===== config.mk =====
export PLATFORM = sky130hd
export DESIGN_NAME = xbp_slot_path
export DESIGN_NICKNAME = d
export VERILOG_FILES = /design/src/inc/xbp_pkg.sv /design/src/xbp_slot_path.sv
export SDC_FILE = /design/constraint.sdc
export NUM_CORES = 2
export LEC_CHECK = 0
export BUFFER_PORTS_ARGS = -buffer_cell sky130_fd_sc_hd__buf_2
export CAP_MARGIN = 10
export CORE_MARGIN = 4
export CORE_UTILIZATION = 55
export DETAILED_ROUTE_END_ITERATION = 16
export PLACE_DENSITY = 0.8
export SETUP_SLACK_MARGIN = 0.3
export SLEW_MARGIN = 20
export SYNTH_ARGS = -nofsm -noshare
export SYNTH_HDL_FRONTEND = slang
export SYNTH_SLANG_ARGS = --single-unit

===== constraint.sdc =====
create_clock -name clock -period 7.1 [get_ports clock]
set_input_delay 1.065 -clock clock [delete_from_list [all_inputs] [get_ports clock]]
set_output_delay 1.065 -clock clock [all_outputs]
set_load 0.02 [all_outputs]

===== src/inc/xbp_pkg.sv =====
/*
  xbp_pkg: shared constants and channel carriers for one crossbar slot path.
  assumes a single clock domain and a 32-bit native data width.
*/
package xbp_pkg;

  // native data width and datapath fifo depth
  localparam int DATA_W = 32;
  localparam int FIFO_DEPTH = 16;
  localparam int FIFO_LVL_W = 5;

  // channel slots; slices 0..4 face the master, 5..9 the slave
  localparam int CH_AW = 0;
  localparam int CH_W = 1;
  localparam int CH_B = 2;
  localparam int CH_AR = 3;
  localparam int CH_R = 4;
  localparam int NCH = 5;

  // slice styles held in the two-bit select fields
  localparam logic [1:0] SL_BYPASS = 2'h0;
  localparam logic [1:0] SL_SINGLE = 2'h1;
  localparam logic [1:0] SL_TWO = 2'h2;
  localparam logic [1:0] SL_AUTO = 2'h3;

  // response codes and protection bit position
  localparam logic [1:0] RESP_OKAY = 2'h0;
  localparam logic [1:0] RESP_DECERR = 2'h3;
  localparam int PROT_NS_BIT = 1;

  // register port map
  localparam logic [3:0] REG_CTRL = 4'h0;
  localparam logic [3:0] REG_STAT = 4'h4;
  localparam logic [31:0] CTRL_RST = 32'h0000_0003;
  localparam logic [31:0] CTRL_WMASK = 32'h0fff_ffff;
  localparam int STAT_WST_LSB = 0;
  localparam int STAT_RST_LSB = 4;
  localparam int STAT_WLVL_LSB = 8;
  localparam int STAT_RLVL_LSB = 16;
  localparam int STAT_ERR_LSB = 24;

  typedef struct packed {
    logic [31:0] addr;
    logic [7:0] len;
    logic [2:0] size;
    logic [3:0] cache;
    logic [2:0] prot;
  } xbp_addr_s;

  typedef struct packed {
    logic [DATA_W-1:0] data;
    logic [3:0] strb;
    logic last;
  } xbp_wdat_s;

  typedef struct packed {
    logic [1:0] resp;
  } xbp_bres_s;

  typedef struct packed {
    logic [DATA_W-1:0] data;
    logic [1:0] resp;
    logic last;
  } xbp_rdat_s;

  // control register layout
  typedef struct packed {
    logic [3:0] spare;
    logic [9:0] mi_sel;
    logic [9:0] si_sel;
    logic mi_narrow_ok;
    logic si_narrow_ok;
    logic rfifo_en;
    logic wfifo_en;
    logic lite;
    logic secure;
    logic rd_en;
    logic wr_en;
  } xbp_ctrl_s;

  localparam int AD_W = $bits(xbp_addr_s);
  localparam int WD_W = $bits(xbp_wdat_s);
  localparam int BR_W = $bits(xbp_bres_s);
  localparam int RD_W = $bits(xbp_rdat_s);
  localparam int CW = AD_W;

endpackage


===== src/xbp_slot_path.sv =====
/*
  slot path of a crossbar: per-channel register slices on both sides,
  read/write pathway gating, secure-slot decode errors, data fifos.
  assumes one clock, synchronous inputs, config changed only when idle.
*/
// The placing of the registers and strobed register access were chosen for this implementation.
`timescale 1ns/1ps

// generic fifo, one word per entry, depth a power of two
module xbp_fifo
  import xbp_pkg::*;
#(
  parameter int W = 8,
  parameter int DEPTH = 16
)(
  input wire logic clock, // system clock
  input wire logic nrst, // async reset, low
  input wire logic [W-1:0] in_data, // write word
  input wire logic in_valid, // word offered
  output logic in_ready, // room left
  output logic [W-1:0] out_data, // head word
  output logic out_valid, // not empty
  input wire logic out_ready, // head taken
  output logic [$clog2(DEPTH):0] level // words held
);
  localparam int AW = $clog2(DEPTH);
  logic [W-1:0] mem [DEPTH];
  logic [AW-1:0] wp_r, rp_r;
  logic [AW:0] cnt_r;
  wire push = in_valid & in_ready;
  wire pop = out_valid & out_ready;

  // flags and head word
  assign in_ready = (cnt_r != (AW+1)'(DEPTH));
  assign out_valid = (cnt_r != '0);
  assign out_data = mem[rp_r];
  assign level = cnt_r;

  // storage
  always_ff @(posedge clock)
  begin
    if (push)
      mem[wp_r] <= in_data;
  end

  // pointers and fill count
  always_ff @(posedge clock or negedge nrst)
  begin
    if (!nrst)
    begin
      wp_r <= '0;
      rp_r <= '0;
      cnt_r <= '0;
    end
    else
    begin
      if (push)
        wp_r <= wp_r + 1'h1;
      if (pop)
        rp_r <= rp_r + 1'h1;
      cnt_r <= cnt_r + (AW+1)'(push) - (AW+1)'(pop);
    end
  end

  property p_full_stalls;
    @(posedge clock) disable iff (!nrst)
    (cnt_r == (AW+1)'(DEPTH)) |-> !in_ready ##1 (cnt_r != '0);
  endproperty
  a_full_stalls: assert property (p_full_stalls)
    else $error("fifo accepted while full");
endmodule

// register slice: bypass, single stage or two entry
module xbp_slice
  import xbp_pkg::*;
#(
  parameter int W = 8
)(
  input wire logic clock, // system clock
  input wire logic nrst, // async reset, low
  input wire logic [1:0] mode, // resolved style
  input wire logic [W-1:0] in_data, // source word
  input wire logic in_valid, // source valid
  output logic in_ready, // source ready
  output logic [W-1:0] out_data, // sink word
  output logic out_valid, // sink valid
  input wire logic out_ready // sink ready
);
  logic [W-1:0] m_d_r, s_d_r;
  logic m_v_r, s_v_r;
  wire byp = (mode == SL_BYPASS);
  wire two = (mode == SL_TWO);
  wire take = in_valid & in_ready;
  wire give = m_v_r & out_ready;

  // single stage refuses while full, hence one idle cycle per word
  assign in_ready = byp ? out_ready : (two ? ~s_v_r : ~m_v_r);
  assign out_valid = byp ? in_valid : m_v_r;
  assign out_data = byp ? in_data : m_d_r;

  // main entry refills from skid entry first, keeping order
  always_ff @(posedge clock or negedge nrst)
  begin
    if (!nrst)
    begin
      m_v_r <= 1'h0;
      s_v_r <= 1'h0;
      m_d_r <= '0;
      s_d_r <= '0;
    end
    else if (byp)
    begin
      m_v_r <= 1'h0;
      s_v_r <= 1'h0;
    end
    else if (give | ~m_v_r)
    begin
      m_v_r <= s_v_r | take;
      m_d_r <= s_v_r ? s_d_r : in_data;
      s_v_r <= 1'h0;
    end
    else if (take)
    begin
      s_v_r <= 1'h1;
      s_d_r <= in_data;
    end
  end

  property p_one_cycle;
    @(posedge clock) disable iff (!nrst)
    (!byp && take && !m_v_r) |=> (out_valid && out_data == $past(in_data));
  endproperty
  a_one_cycle: assert property (p_one_cycle)
    else $error("slice latency not one cycle");

  property p_no_gap;
    @(posedge clock) disable iff (!nrst)
    (two && give && (in_valid || s_v_r)) |=> out_valid;
  endproperty
  a_no_gap: assert property (p_no_gap)
    else $error("two entry slice left a gap");

  property p_bubble;
    @(posedge clock) disable iff (!nrst)
    (mode == SL_SINGLE && give) |=> !out_valid;
  endproperty
  a_bubble: assert property (p_bubble)
    else $error("single stage slice gave no idle cycle");
endmodule

// Contract
// - write disabled removes address, data and response write paths.
// - read disabled removes read address and read data paths.
// - each slot keeps write, read, or both enabled; never neither.
// - optional slice per channel per slot, adding one cycle.
// - two entry slice absorbs stalls, passes back to back.
// - single stage slice idles one cycle after each transfer.
// - auto picks single for lite; else two on data, single elsewhere.
// - nonzero fifo setting puts a fifo on data beside the core.
// - fifo words are native data width.
// - secure slave slot accepts only protection bit 1 low.
// - non-secure access to secure slot is dropped and answered.
// - narrow bursts are not checked nor answered with error.
// - upsizers pack fully, never creating narrow bursts.
// - slave-side narrow flag is informative only.
// - decode errors return the decode error response code.
module xbp_slot_path
  import xbp_pkg::*;
(
  input wire logic clock, // 100 mhz clock
  input wire logic nrst, // async reset, low
  input wire logic [3:0] reg_addr, // register byte address
  input wire logic [31:0] reg_wdata, // register write data
  input wire logic reg_wr, // write strobe
  input wire logic reg_rd, // read strobe
  output logic [31:0] reg_rdata, // read data, next cycle
  input wire xbp_addr_s si_aw, // master write address
  input wire logic si_aw_valid, // master aw valid
  output logic si_aw_ready, // master aw ready
  input wire xbp_wdat_s si_w, // master write data
  input wire logic si_w_valid, // master w valid
  output logic si_w_ready, // master w ready
  output xbp_bres_s si_b, // master write response
  output logic si_b_valid, // master b valid
  input wire logic si_b_ready, // master b ready
  input wire xbp_addr_s si_ar, // master read address
  input wire logic si_ar_valid, // master ar valid
  output logic si_ar_ready, // master ar ready
  output xbp_rdat_s si_r, // master read data
  output logic si_r_valid, // master r valid
  input wire logic si_r_ready, // master r ready
  output xbp_addr_s mi_aw, // slave write address
  output logic mi_aw_valid, // slave aw valid
  input wire logic mi_aw_ready, // slave aw ready
  output xbp_wdat_s mi_w, // slave write data
  output logic mi_w_valid, // slave w valid
  input wire logic mi_w_ready, // slave w ready
  input wire xbp_bres_s mi_b, // slave write response
  input wire logic mi_b_valid, // slave b valid
  output logic mi_b_ready, // slave b ready
  output xbp_addr_s mi_ar, // slave read address
  output logic mi_ar_valid, // slave ar valid
  input wire logic mi_ar_ready, // slave ar ready
  input wire xbp_rdat_s mi_r, // slave read data
  input wire logic mi_r_valid, // slave r valid
  output logic mi_r_ready // slave r ready
);
  typedef enum logic [3:0] {
    W_IDLE = 4'h1, W_PASS = 4'h2, W_EDATA = 4'h4, W_ERESP = 4'h8
  } xbp_wst_e;
  typedef enum logic [2:0] {
    R_IDLE = 3'h1, R_PASS = 3'h2, R_ERR = 3'h4
  } xbp_rst_e;

  xbp_ctrl_s ctrl_r;
  xbp_wst_e wst_r, wst_nxt;
  xbp_rst_e rdst_r, rdst_nxt;
  logic [7:0] rcnt_r, errs_r;
  logic [31:0] reg_rdata_r;
  logic [CW-1:0] sl_in_d [2*NCH];
  logic [CW-1:0] sl_out_d [2*NCH];
  logic [1:0] sl_mode [2*NCH];
  logic [2*NCH-1:0] sl_in_v, sl_in_r, sl_out_v, sl_out_r;
  logic [WD_W-1:0] wf_out_d;
  logic [RD_W-1:0] rf_out_d;
  logic wf_in_r, wf_out_v, rf_in_r, rf_out_v;
  logic [FIFO_LVL_W-1:0] wf_lvl, rf_lvl;

  // slices: index below NCH faces the master, the rest the slave
  wire [19:0] all_sel = {ctrl_r.mi_sel, ctrl_r.si_sel};
  for (genvar k = 0; k < 2*NCH; k++)
  begin : g_slice
    localparam int C = k % NCH;
    wire [1:0] sel = all_sel[2*k +: 2];
    wire data_ch = (C == CH_W) || (C == CH_R);
    wire [1:0] auto_m = (!ctrl_r.lite && data_ch) ? SL_TWO : SL_SINGLE;
    assign sl_mode[k] = (sel == SL_AUTO) ? auto_m : sel;
    xbp_slice #(.W(CW)) u_sl (
      .clock(clock),
      .nrst(nrst),
      .mode(sl_mode[k]),
      .in_data(sl_in_d[k]),
      .in_valid(sl_in_v[k]),
      .in_ready(sl_in_r[k]),
      .out_data(sl_out_d[k]),
      .out_valid(sl_out_v[k]),
      .out_ready(sl_out_r[k])
    );
  end

  // port side of the outer slices
  assign sl_in_d[CH_AW] = CW'(si_aw);
  assign sl_in_v[CH_AW] = si_aw_valid & ctrl_r.wr_en;
  assign si_aw_ready = sl_in_r[CH_AW] & ctrl_r.wr_en;
  assign sl_in_d[CH_W] = CW'(si_w);
  assign sl_in_v[CH_W] = si_w_valid & ctrl_r.wr_en;
  assign si_w_ready = sl_in_r[CH_W] & ctrl_r.wr_en;
  assign si_b = sl_out_d[CH_B][BR_W-1:0];
  assign si_b_valid = sl_out_v[CH_B];
  assign sl_out_r[CH_B] = si_b_ready;
  assign sl_in_d[CH_AR] = CW'(si_ar);
  assign sl_in_v[CH_AR] = si_ar_valid & ctrl_r.rd_en;
  assign si_ar_ready = sl_in_r[CH_AR] & ctrl_r.rd_en;
  assign si_r = sl_out_d[CH_R][RD_W-1:0];
  assign si_r_valid = sl_out_v[CH_R];
  assign sl_out_r[CH_R] = si_r_ready;
  assign mi_aw = sl_out_d[NCH+CH_AW][AD_W-1:0];
  assign mi_aw_valid = sl_out_v[NCH+CH_AW];
  assign sl_out_r[NCH+CH_AW] = mi_aw_ready;
  assign mi_w = sl_out_d[NCH+CH_W][WD_W-1:0];
  assign mi_w_valid = sl_out_v[NCH+CH_W];
  assign sl_out_r[NCH+CH_W] = mi_w_ready;
  assign sl_in_d[NCH+CH_B] = CW'(mi_b);
  assign sl_in_v[NCH+CH_B] = mi_b_valid & ctrl_r.wr_en;
  assign mi_b_ready = sl_in_r[NCH+CH_B] & ctrl_r.wr_en;
  assign mi_ar = sl_out_d[NCH+CH_AR][AD_W-1:0];
  assign mi_ar_valid = sl_out_v[NCH+CH_AR];
  assign sl_out_r[NCH+CH_AR] = mi_ar_ready;
  assign sl_in_d[NCH+CH_R] = CW'(mi_r);
  assign sl_in_v[NCH+CH_R] = mi_r_valid & ctrl_r.rd_en;
  assign mi_r_ready = sl_in_r[NCH+CH_R] & ctrl_r.rd_en;

  // write side decode; narrow bursts pass unchecked
  xbp_addr_s aw_in, ar_in;
  assign aw_in = sl_out_d[CH_AW][AD_W-1:0];
  wire w_idle = (wst_r == W_IDLE);
  wire w_pass = (wst_r == W_PASS);
  wire w_edata = (wst_r == W_EDATA);
  wire w_eresp = (wst_r == W_ERESP);
  wire aw_bad = ctrl_r.secure & aw_in.prot[PROT_NS_BIT];
  wire aw_open = w_idle & ctrl_r.wr_en;
  assign sl_in_d[NCH+CH_AW] = sl_out_d[CH_AW];
  assign sl_in_v[NCH+CH_AW] = aw_open & sl_out_v[CH_AW] & ~aw_bad;
  assign sl_out_r[CH_AW] = aw_open & (aw_bad | sl_in_r[NCH+CH_AW]);
  wire aw_take = sl_out_v[CH_AW] & sl_out_r[CH_AW];

  // write data, optionally through the fifo; error beats are sunk
  wire [WD_W-1:0] w_vec = sl_out_d[CH_W][WD_W-1:0];
  wire wf_in_v = w_pass & ctrl_r.wfifo_en & sl_out_v[CH_W];
  wire w_thru_r = ctrl_r.wfifo_en ? wf_in_r : sl_in_r[NCH+CH_W];
  assign sl_out_r[CH_W] = w_edata | (w_pass & w_thru_r);
  wire [WD_W-1:0] w_fwd = ctrl_r.wfifo_en ? wf_out_d : w_vec;
  assign sl_in_d[NCH+CH_W] = CW'(w_fwd);
  assign sl_in_v[NCH+CH_W] = ctrl_r.wfifo_en ? wf_out_v
                                             : (w_pass & sl_out_v[CH_W]);
  wire w_end = sl_out_v[CH_W] & w_vec[0];

  // write response: slave answer or decode error
  wire [BR_W-1:0] b_fwd = w_eresp ? RESP_DECERR
                                  : sl_out_d[NCH+CH_B][BR_W-1:0];
  assign sl_in_d[CH_B] = CW'(b_fwd);
  assign sl_in_v[CH_B] = w_eresp | (w_pass & sl_out_v[NCH+CH_B]);
  assign sl_out_r[NCH+CH_B] = w_pass & sl_in_r[CH_B];
  wire b_take = sl_in_v[CH_B] & sl_in_r[CH_B];

  // write sequencer, one transaction at a time
  always_comb
  begin
    wst_nxt = wst_r;
    case (wst_r)
      W_IDLE: if (aw_take) wst_nxt = aw_bad ? W_EDATA : W_PASS;
      W_PASS: if (b_take) wst_nxt = W_IDLE;
      W_EDATA: if (w_end) wst_nxt = W_ERESP;
      W_ERESP: if (b_take) wst_nxt = W_IDLE;
      default: wst_nxt = W_IDLE;
    endcase
  end

  // read side decode
  assign ar_in = sl_out_d[CH_AR][AD_W-1:0];
  wire r_idle = (rdst_r == R_IDLE);
  wire r_pass = (rdst_r == R_PASS);
  wire r_err = (rdst_r == R_ERR);
  wire ar_bad = ctrl_r.secure & ar_in.prot[PROT_NS_BIT];
  wire ar_open = r_idle & ctrl_r.rd_en;
  assign sl_in_d[NCH+CH_AR] = sl_out_d[CH_AR];
  assign sl_in_v[NCH+CH_AR] = ar_open & sl_out_v[CH_AR] & ~ar_bad;
  assign sl_out_r[CH_AR] = ar_open & (ar_bad | sl_in_r[NCH+CH_AR]);
  wire ar_take = sl_out_v[CH_AR] & sl_out_r[CH_AR];

  // read data through optional fifo, or decode-error beats
  wire [RD_W-1:0] r_mi = sl_out_d[NCH+CH_R][RD_W-1:0];
  wire rf_in_v = r_pass & ctrl_r.rfifo_en & sl_out_v[NCH+CH_R];
  wire r_thru_r = ctrl_r.rfifo_en ? rf_in_r : sl_in_r[CH_R];
  assign sl_out_r[NCH+CH_R] = r_pass & r_thru_r;
  wire [RD_W-1:0] r_fwd = ctrl_r.rfifo_en ? rf_out_d : r_mi;
  wire r_fwd_v = ctrl_r.rfifo_en ? rf_out_v : (r_pass & sl_out_v[NCH+CH_R]);
  wire [RD_W-1:0] r_errw = {32'h0, RESP_DECERR, rcnt_r == 8'h0};
  assign sl_in_d[CH_R] = CW'(r_err ? r_errw : r_fwd);
  assign sl_in_v[CH_R] = r_err | (~r_err & r_fwd_v);
  wire rf_out_r = ~r_err & sl_in_r[CH_R];
  wire r_take = sl_in_v[CH_R] & sl_in_r[CH_R];
  wire r_last = r_take & sl_in_d[CH_R][0];

  // read sequencer
  always_comb
  begin
    rdst_nxt = rdst_r;
    case (rdst_r)
      R_IDLE: if (ar_take) rdst_nxt = ar_bad ? R_ERR : R_PASS;
      R_PASS: if (r_last) rdst_nxt = R_IDLE;
      R_ERR: if (r_last) rdst_nxt = R_IDLE;
      default: rdst_nxt = R_IDLE;
    endcase
  end

  // data fifos hold full native words, width untouched
  xbp_fifo #(.W(WD_W), .DEPTH(FIFO_DEPTH)) u_wfifo (
    .clock(clock),
    .nrst(nrst),
    .in_data(w_vec),
    .in_valid(wf_in_v),
    .in_ready(wf_in_r),
    .out_data(wf_out_d),
    .out_valid(wf_out_v),
    .out_ready(sl_in_r[NCH+CH_W]),
    .level(wf_lvl)
  );
  xbp_fifo #(.W(RD_W), .DEPTH(FIFO_DEPTH)) u_rfifo (
    .clock(clock),
    .nrst(nrst),
    .in_data(r_mi),
    .in_valid(rf_in_v),
    .in_ready(rf_in_r),
    .out_data(rf_out_d),
    .out_valid(rf_out_v),
    .out_ready(rf_out_r),
    .level(rf_lvl)
  );

  // register decode; narrow flags are stored only, never acted on
  wire ctrl_ok = reg_wdata[0] | reg_wdata[1];
  wire ctrl_we = reg_wr & (reg_addr == REG_CTRL) & ctrl_ok;
  wire [31:0] stat_w = (32'(wst_r) << STAT_WST_LSB)
                     | (32'(rdst_r) << STAT_RST_LSB)
                     | (32'(wf_lvl) << STAT_WLVL_LSB)
                     | (32'(rf_lvl) << STAT_RLVL_LSB)
                     | (32'(errs_r) << STAT_ERR_LSB);
  wire [31:0] rd_mux = (reg_addr == REG_CTRL) ? 32'(ctrl_r)
                     : (reg_addr == REG_STAT) ? stat_w : 32'h0;
  assign reg_rdata = reg_rdata_r;

  // state, control and counters
  always_ff @(posedge clock or negedge nrst)
  begin
    if (!nrst)
    begin
      ctrl_r <= CTRL_RST;
      wst_r <= W_IDLE;
      rdst_r <= R_IDLE;
      rcnt_r <= 8'h0;
      errs_r <= 8'h0;
      reg_rdata_r <= 32'h0;
    end
    else
    begin
      if (ctrl_we)
        ctrl_r <= reg_wdata & CTRL_WMASK;
      wst_r <= wst_nxt;
      rdst_r <= rdst_nxt;
      if (ar_take)
        rcnt_r <= ar_in.len;
      else if (r_err & r_take)
        rcnt_r <= rcnt_r - 8'h1;
      errs_r <= errs_r + 8'(aw_take & aw_bad) + 8'(ar_take & ar_bad);
      reg_rdata_r <= reg_rd ? rd_mux : 32'h0;
    end
  end

  property p_wr_off;
    @(posedge clock) disable iff (!nrst)
    (!ctrl_r.wr_en && w_idle) |-> !sl_in_v[NCH+CH_AW] && !si_aw_ready;
  endproperty
  a_wr_off: assert property (p_wr_off)
    else $error("write path active while disabled");

  property p_rd_off;
    @(posedge clock) disable iff (!nrst)
    (!ctrl_r.rd_en && r_idle) |-> !sl_in_v[NCH+CH_AR] && !sl_out_r[CH_AR];
  endproperty
  a_rd_off: assert property (p_rd_off)
    else $error("read path active while disabled");

  property p_one_dir;
    @(posedge clock) disable iff (!nrst)
    ctrl_we |=> (ctrl_r.wr_en || ctrl_r.rd_en) && $past(ctrl_ok);
  endproperty
  a_one_dir: assert property (p_one_dir)
    else $error("slot left with no direction");

  property p_auto;
    @(posedge clock) disable iff (!nrst)
    (ctrl_r.si_sel[3:2] == SL_AUTO) |->
      sl_mode[CH_W] == (ctrl_r.lite ? SL_SINGLE : SL_TWO);
  endproperty
  a_auto: assert property (p_auto)
    else $error("automatic style wrong on write data");

  property p_aw_block;
    @(posedge clock) disable iff (!nrst)
    (aw_take && aw_bad) |-> !sl_in_v[NCH+CH_AW] ##1 w_edata;
  endproperty
  a_aw_block: assert property (p_aw_block)
    else $error("non-secure write forwarded");

  property p_ar_secure;
    @(posedge clock) disable iff (!nrst)
    sl_in_v[NCH+CH_AR] && ctrl_r.secure |-> !ar_in.prot[PROT_NS_BIT];
  endproperty
  a_ar_secure: assert property (p_ar_secure)
    else $error("non-secure read reached secure slot");

  property p_b_decerr;
    @(posedge clock) disable iff (!nrst)
    (w_edata && w_end) |=> sl_in_v[CH_B] && b_fwd == RESP_DECERR;
  endproperty
  a_b_decerr: assert property (p_b_decerr)
    else $error("missing write decode error");

  property p_r_decerr;
    @(posedge clock) disable iff (!nrst)
    (ar_take && ar_bad) |=> r_err && sl_in_v[CH_R]
      && sl_in_d[CH_R][2:1] == RESP_DECERR;
  endproperty
  a_r_decerr: assert property (p_r_decerr)
    else $error("missing read decode error");
endmodule


# After elaboration in Yosys (flattened, before gate mapping)
# Memories as Yosys holds them, arrays and structs flattened.
# Cells that the tools add are included.
# W data, S select, Z words.
# totals
regBits	825
ramBits	1152
in_bits	224
elab_cells	443
memories	2
# mem_list
memory	depth	word_bits	rd	rd_ports_with_merged_regs	wr	line_no	text
u_wfifo.mem	16	37	1	0	1	xbp_slot_path.sv:27	logic [W-1:0] mem [DEPTH];
u_rfifo.mem	16	35	1	0	1	xbp_slot_path.sv:27	
# op_classes
add_sub_neg	11
eq_ne	35
n_mux	137
bitwise_logic	138
reduce_logical	59
# ops
cell	count
$mux W50	8
$mux W35	6
$mux W37	5
$mux W32	3
$mux W1	88
$and A1 B1 Y1	65
$not A1 Y1	43
$eq A2 B2 Y1 const B	20
$reduce_and A3 Y1	11
$mux W2	16
$or A21 B32 Y32	1
$reduce_bool A3 Y1	10
$or A1 B1 Y1	26
$reduce_and A2 Y1	11
$reduce_bool A2 Y1	11
$or A13 B21 Y21	1
$logic_not A2 Y1	10
$add A4 B1 Y4 const B	4
$add A8 B1 Y8	2
$mux W8	2
$or A7 B13 Y13	1
$mux W3	4
$mux W4	3
$pmux W4 S3	1
other kinds (18)	28

# Longest topological paths before layout
# logic_depth
word_depth	13
mapped_depth	14
depth_no_buf	14

# Cells and area by module
# From an unflattened synthesis, not the netlist that was laid out.
# unflattened
hier_cells	6695
area_unflattened_um2	102173.0
# by_module_without_submodules
mod	n_inst	cells_each	area_each_um2	seq_area_each_um2
xbp_slice	10	398	5165.0	2552.4
xbp_fifo (u_wfifo)	1	1149	23404.9	18102.4
xbp_fifo (u_rfifo)	1	1094	22197.5	17141.4
xbp_slot_path	1	472	4921.0	2082.0

# Worst setup path after synthesis
# No wires, ideal clock.
# synth_path
path_kind	input to register
from	input port si_w_valid
to	memory u_wfifo.mem[4][0] (netlist bit) (enable)
setup_ns	0.477
arrival_time_ns	4.324
setup_slack_ns	2.299
cell_stages	4
path_cell_list	a31oi_1 > nor3_2 > nand2_1 > nor3_1
# synth_via
elab_chain_cells	6
# synth_lines
element	line_no	text
from (decl)	xbp_slot_path.sv:181	input wire logic si_w_valid,
$and A1 B1 Y1	xbp_slot_path.sv:256	assign sl_in_v[CH_W] = si_w_valid & ctrl_r.wr_en;
$mux W1	xbp_slot_path.sv:98	assign out_valid = byp ? in_valid : m_v_r;
$and A1 B1 Y1	xbp_slot_path.sv:299	wire wf_in_v = w_pass & ctrl_r.wfifo_en & sl_out_v[CH_W];
$and A1 B1 Y1	xbp_slot_path.sv:30	wire push = in_valid & in_ready;
via u_wfifo.push	xbp_slot_path.sv:30	
$mux W1	xbp_slot_path.sv:42	if (push)
$mux W1 (implied by the code)	xbp_slot_path.sv:43	mem[wp_r] <= in_data;
to (decl)	xbp_slot_path.sv:27	
# The timed path passes the listed nets, and every way through them passes these cells.

==> metrics.txt <==
outcome finished clean; flop2flop setup slack 2.72 ns; # nets final 6112; min Tclk post-route 5.25 ns; clock latency on the worst-skew pair 0.83 ns; clock skew 0.0569 ns; startpoint types register; Slew @ Worst Pin 1.21 ns; TritonCTS clock tree built; vias in the first global route 51800; compound-gate portion of the synthesized area 6.92%; drt initial violations 4890; DRC Markers 0; Final period util 74.0%; first-pass GRT wire length 314000 microns; Synth Cell Area 83700 sq um; post-route setup slack 1.85 ns; CP max FO 92; multiplexer area fraction after synthesis 19.5%; # IOs 440; vias 50300; Max-Cap Viols 0; worst reg-to-reg path cell count 6; GRT busiest layer met2; die area 159000 sq um; pre-CTS WS 2.40 ns; power density cells 403 nW/um^2; post-CTS setup buffer count 0; post-synthesis adder-cell area fraction 0.445%; Worst Path Arrival 4.19 ns; port bufs 435; drt via density 6.23; # rows 142; GRT overflow 0; effective utilization at floorplan 55.6%; Primary FF master, synth edfxtp_1; Max IR drop VDD 0.000288 V; routability cong. 0.818; Worst R2R Start ctrl_r[4]; Seq/Total Area, Yosys 66.0%; warnings from Yosys 0; CTS Root Cell clkbuf_16; area share of and/or/nand/nor cells after synthesis 4.84%; XOR/XNOR share of the synthesized area 0.314%; grt met3 use 6.82%; Setup Viol. Count Final 0; Total Routing Usage GR 26.0%; proportion of layout cells with a drive suffix above 1 29.8%; syn_area_per_cell 15.2 sq um; total CTS buffers 192; final hold vios 0; Net Count, Synth 5750; largest family of logic cells by synthesized area multiplexers; Critical Path Sink Type output port; GR Util met2 41.4%; number of H-tree levels 4; Slew headroom 19.3%; Fmax 190 MHz; hold_buf cts 0; number of detailed-route iterations in the first pass 7; number of synthesized flops with an enable pin 1152; setup TNS 0 ns; Final Routed Wirelength 208000 microns; die width 398 microns; Layout area overhead 12.8%; RSZ-0062 raised after global routing false; Leak 36.8 nW; DP HPWL 120000 microns; post-synthesis cell count 5498; die height 398 microns; clk slew on worst S/H paths 0.06 ns; Worst Path Required 6.03 ns; Post-CTS Resized 0; M1 GR Usage 34.6%; clock buffer depth 3; drt wl/cell 25.7 microns; flip-flop and latch count after synthesis 1977; WS Path Type register to output port; Core Area 150000 sq um; Critical R2R Capture u_wfifo.mem[5][14]; initial antenna violation count 43; clock sink count 1977; largest net degree at the start of global routing 176; Yosys cell types 85; Final Max Tran Viols 0; Hold Crit Class input port to asynchronous set/reset pin; Layout fillers 10500; ys async rst share 41.7%; antenna viol nets, final 0
registers in the layout (all words and copies together), names as in the netlist, 5 cells and up:
register and flops:
all_sel 20, g_slice.u_sl.s_d_r 348, g_slice.u_sl.m_d_r 348, g_slice.u_sl.s_v_r 10, u_rfifo.mem 560, u_wfifo.mem 592
rcnt_r 8, errs_r 8, u_wfifo.level 5, reg_rdata 32, ctrl_r 8, g_slice.u_sl.m_v_r 10
u_rfifo.level 5
per-stage QoR:
| stage | power (mW) | hold slack, ns | area, sq um | cells | utilization [%] |
|---|---|---|---|---|---|
| 6_report | 38.0 | 0.252 | 94500 | 8072 | 62.8 |
| 5_1_grt | 39.9 | 0.279 | 94500 | 8060 | 62.8 |
| 4_1_cts | 38.2 | 0.224 | 94400 | 8042 | 62.7 |
| 3_5_place_dp | 27.9 | 0.468 | 88000 | 7681 | 58.5 |
| 3_3_place_gp | 27.4 | 0.455 | 88000 | 7681 | 58.5 |
| 2_1_floorplan | 24.3 | 0.437 | 83700 | 5498 | - |
cell families (layout without fill, tap and decap cells):
| logic type | count (synthesis) | in the layout |
|---|---|---|
| buf+inv | 401 | 930 |
| simple gates | 866 | 866 |
| compound gates | 924 | 924 |
| xor+xnor | 30 | 30 |
| fa+ha+maj | 28 | 28 |
| mux | 1272 | 1272 |
| flops | 1977 | 1977 |
| other cells | 0 | 29 |
layer usage:
layer / vias up / routed length, microns
li1: 21600 / -
met1: 25800 / 81400
met2: 2374 / 98700
met3: 471 / 19600
met4: 30 / 7450
met5: - / 328
layout make-up:
| type | count | area [sq um] | share of cell area (%) |
|---|---|---|---|
| repair buffers | 528 | 3010 | 3.19 |
| flip-flops and latches | 1977 | 55300 | 58.5 |
| clock buffers | 262 | 5310 | 5.62 |
| well taps | 2016 | 2520 | 2.67 |
| clock inverters | 99 | 1050 | 1.11 |
| inverters | 41 | 154 | 0.163 |
| multi-input cells | 3120 | 27100 | 28.7 |
| diodes | 29 | 72.6 | 0.0768 |
layout by cell type (no fill, tap or decap), types with 11 or more instances in the layout:
cell type  count
bufinv_16     13
dfrtp_1      806
nand3_1       11
diode_2       29
buf_4         83
xnor2_1       20
and3_1        40
clkbuf_16    192
mux4_2       222
nor2b_1       16
clkinv_2      27
edfxtp_1    1152
ha_1          25
a21oi_1      218
nor2_1       236
nor2_4        15
o21ai_0      354
mux2_2       620
and2_2        21
o221ai_1      39
nor3_1        15
buf_2        434
clkbuf_8      24
mux2_1        40
and2_1        11
a221o_1       33
mux2i_1      389
or2_2         45
a22oi_1       66
a211oi_1      34
clkbuf_1      46
o21a_1        41
a22o_1        79
nand2_1      340
clkinv_1      33
nor3b_1       41
inv_1         40
worst max-delay path by stage:
stage / from / end / slack (ns) / cells past startpoint
3_5_place_dp: ctrl_r[4] / u_wfifo.mem[5][15] / 2.40 / 6
5_1_grt: u_rfifo.rp_r[1] / si_r[34] / 1.67 / 7
2_1_floorplan: si_w_valid / u_wfifo.mem[4][0] / 2.30 / 4
4_1_cts: u_rfifo.rp_r[1] / si_r[23] / 1.77 / 7
3_3_place_gp: ctrl_r[4] / u_wfifo.mem[5][13] / 2.58 / 6
6_report: u_rfifo.rp_r[1] / si_r[23] / 1.85 / 7
report_power, final:
part           internal [mW]  leakage (nW)  switching [mW]
Clock                   5.76          3.08            4.43
Sequential              14.7          20.9            1.30
Combinational           4.86          12.8            7.03
Yosys cell counts, types with 7 or more instances:
| master | count | area share [%] |
|---|---|---|
| and3_1 | 41 | 0.31 |
| nor4b_1 | 7 | 0.073 |
| mux2_1 | 40 | 0.54 |
| o21ai_0 | 355 | 2.1 |
| nor4_1 | 7 | 0.052 |
| nand3_1 | 13 | 0.078 |
| o221ai_1 | 39 | 0.41 |
| edfxtp_1 | 1152 | 41 |
| buf_2 | 90 | 0.54 |
| o21a_1 | 41 | 0.37 |
| nand2_1 | 343 | 1.5 |
| inv_1 | 41 | 0.18 |
| xnor2_1 | 20 | 0.21 |
| mux2_2 | 620 | 8.3 |
| nand2b_1 | 11 | 0.082 |
| dfrtp_1 | 821 | 25 |
| xor2_1 | 10 | 0.10 |
| clkbuf_1 | 234 | 1.0 |
| a211oi_1 | 34 | 0.30 |
| mux4_2 | 222 | 6.0 |
| a221o_1 | 33 | 0.39 |
| buf_1 | 26 | 0.12 |
| mux2i_1 | 389 | 4.6 |
| ha_1 | 25 | 0.37 |
| nor2_1 | 252 | 1.1 |
| nor3_1 | 21 | 0.13 |
| nor2b_1 | 18 | 0.13 |
| and2_1 | 32 | 0.24 |
| a22oi_1 | 66 | 0.59 |
| nor3b_1 | 41 | 0.37 |
| a22o_1 | 79 | 0.83 |
| a21oi_1 | 219 | 1.3 |
| or2_2 | 44 | 0.33 |
critical path: stages, from the launching register on:
cell and delay [ns]:
dfrtp_4 1.07, buf_12 0.50, mux2i_1 0.20, a22oi_1 0.22
a21oi_1 0.10, a211oi_1 0.70, a22o_1 0.24, buf_2 0.17
(Power assumes the default switching activity.)
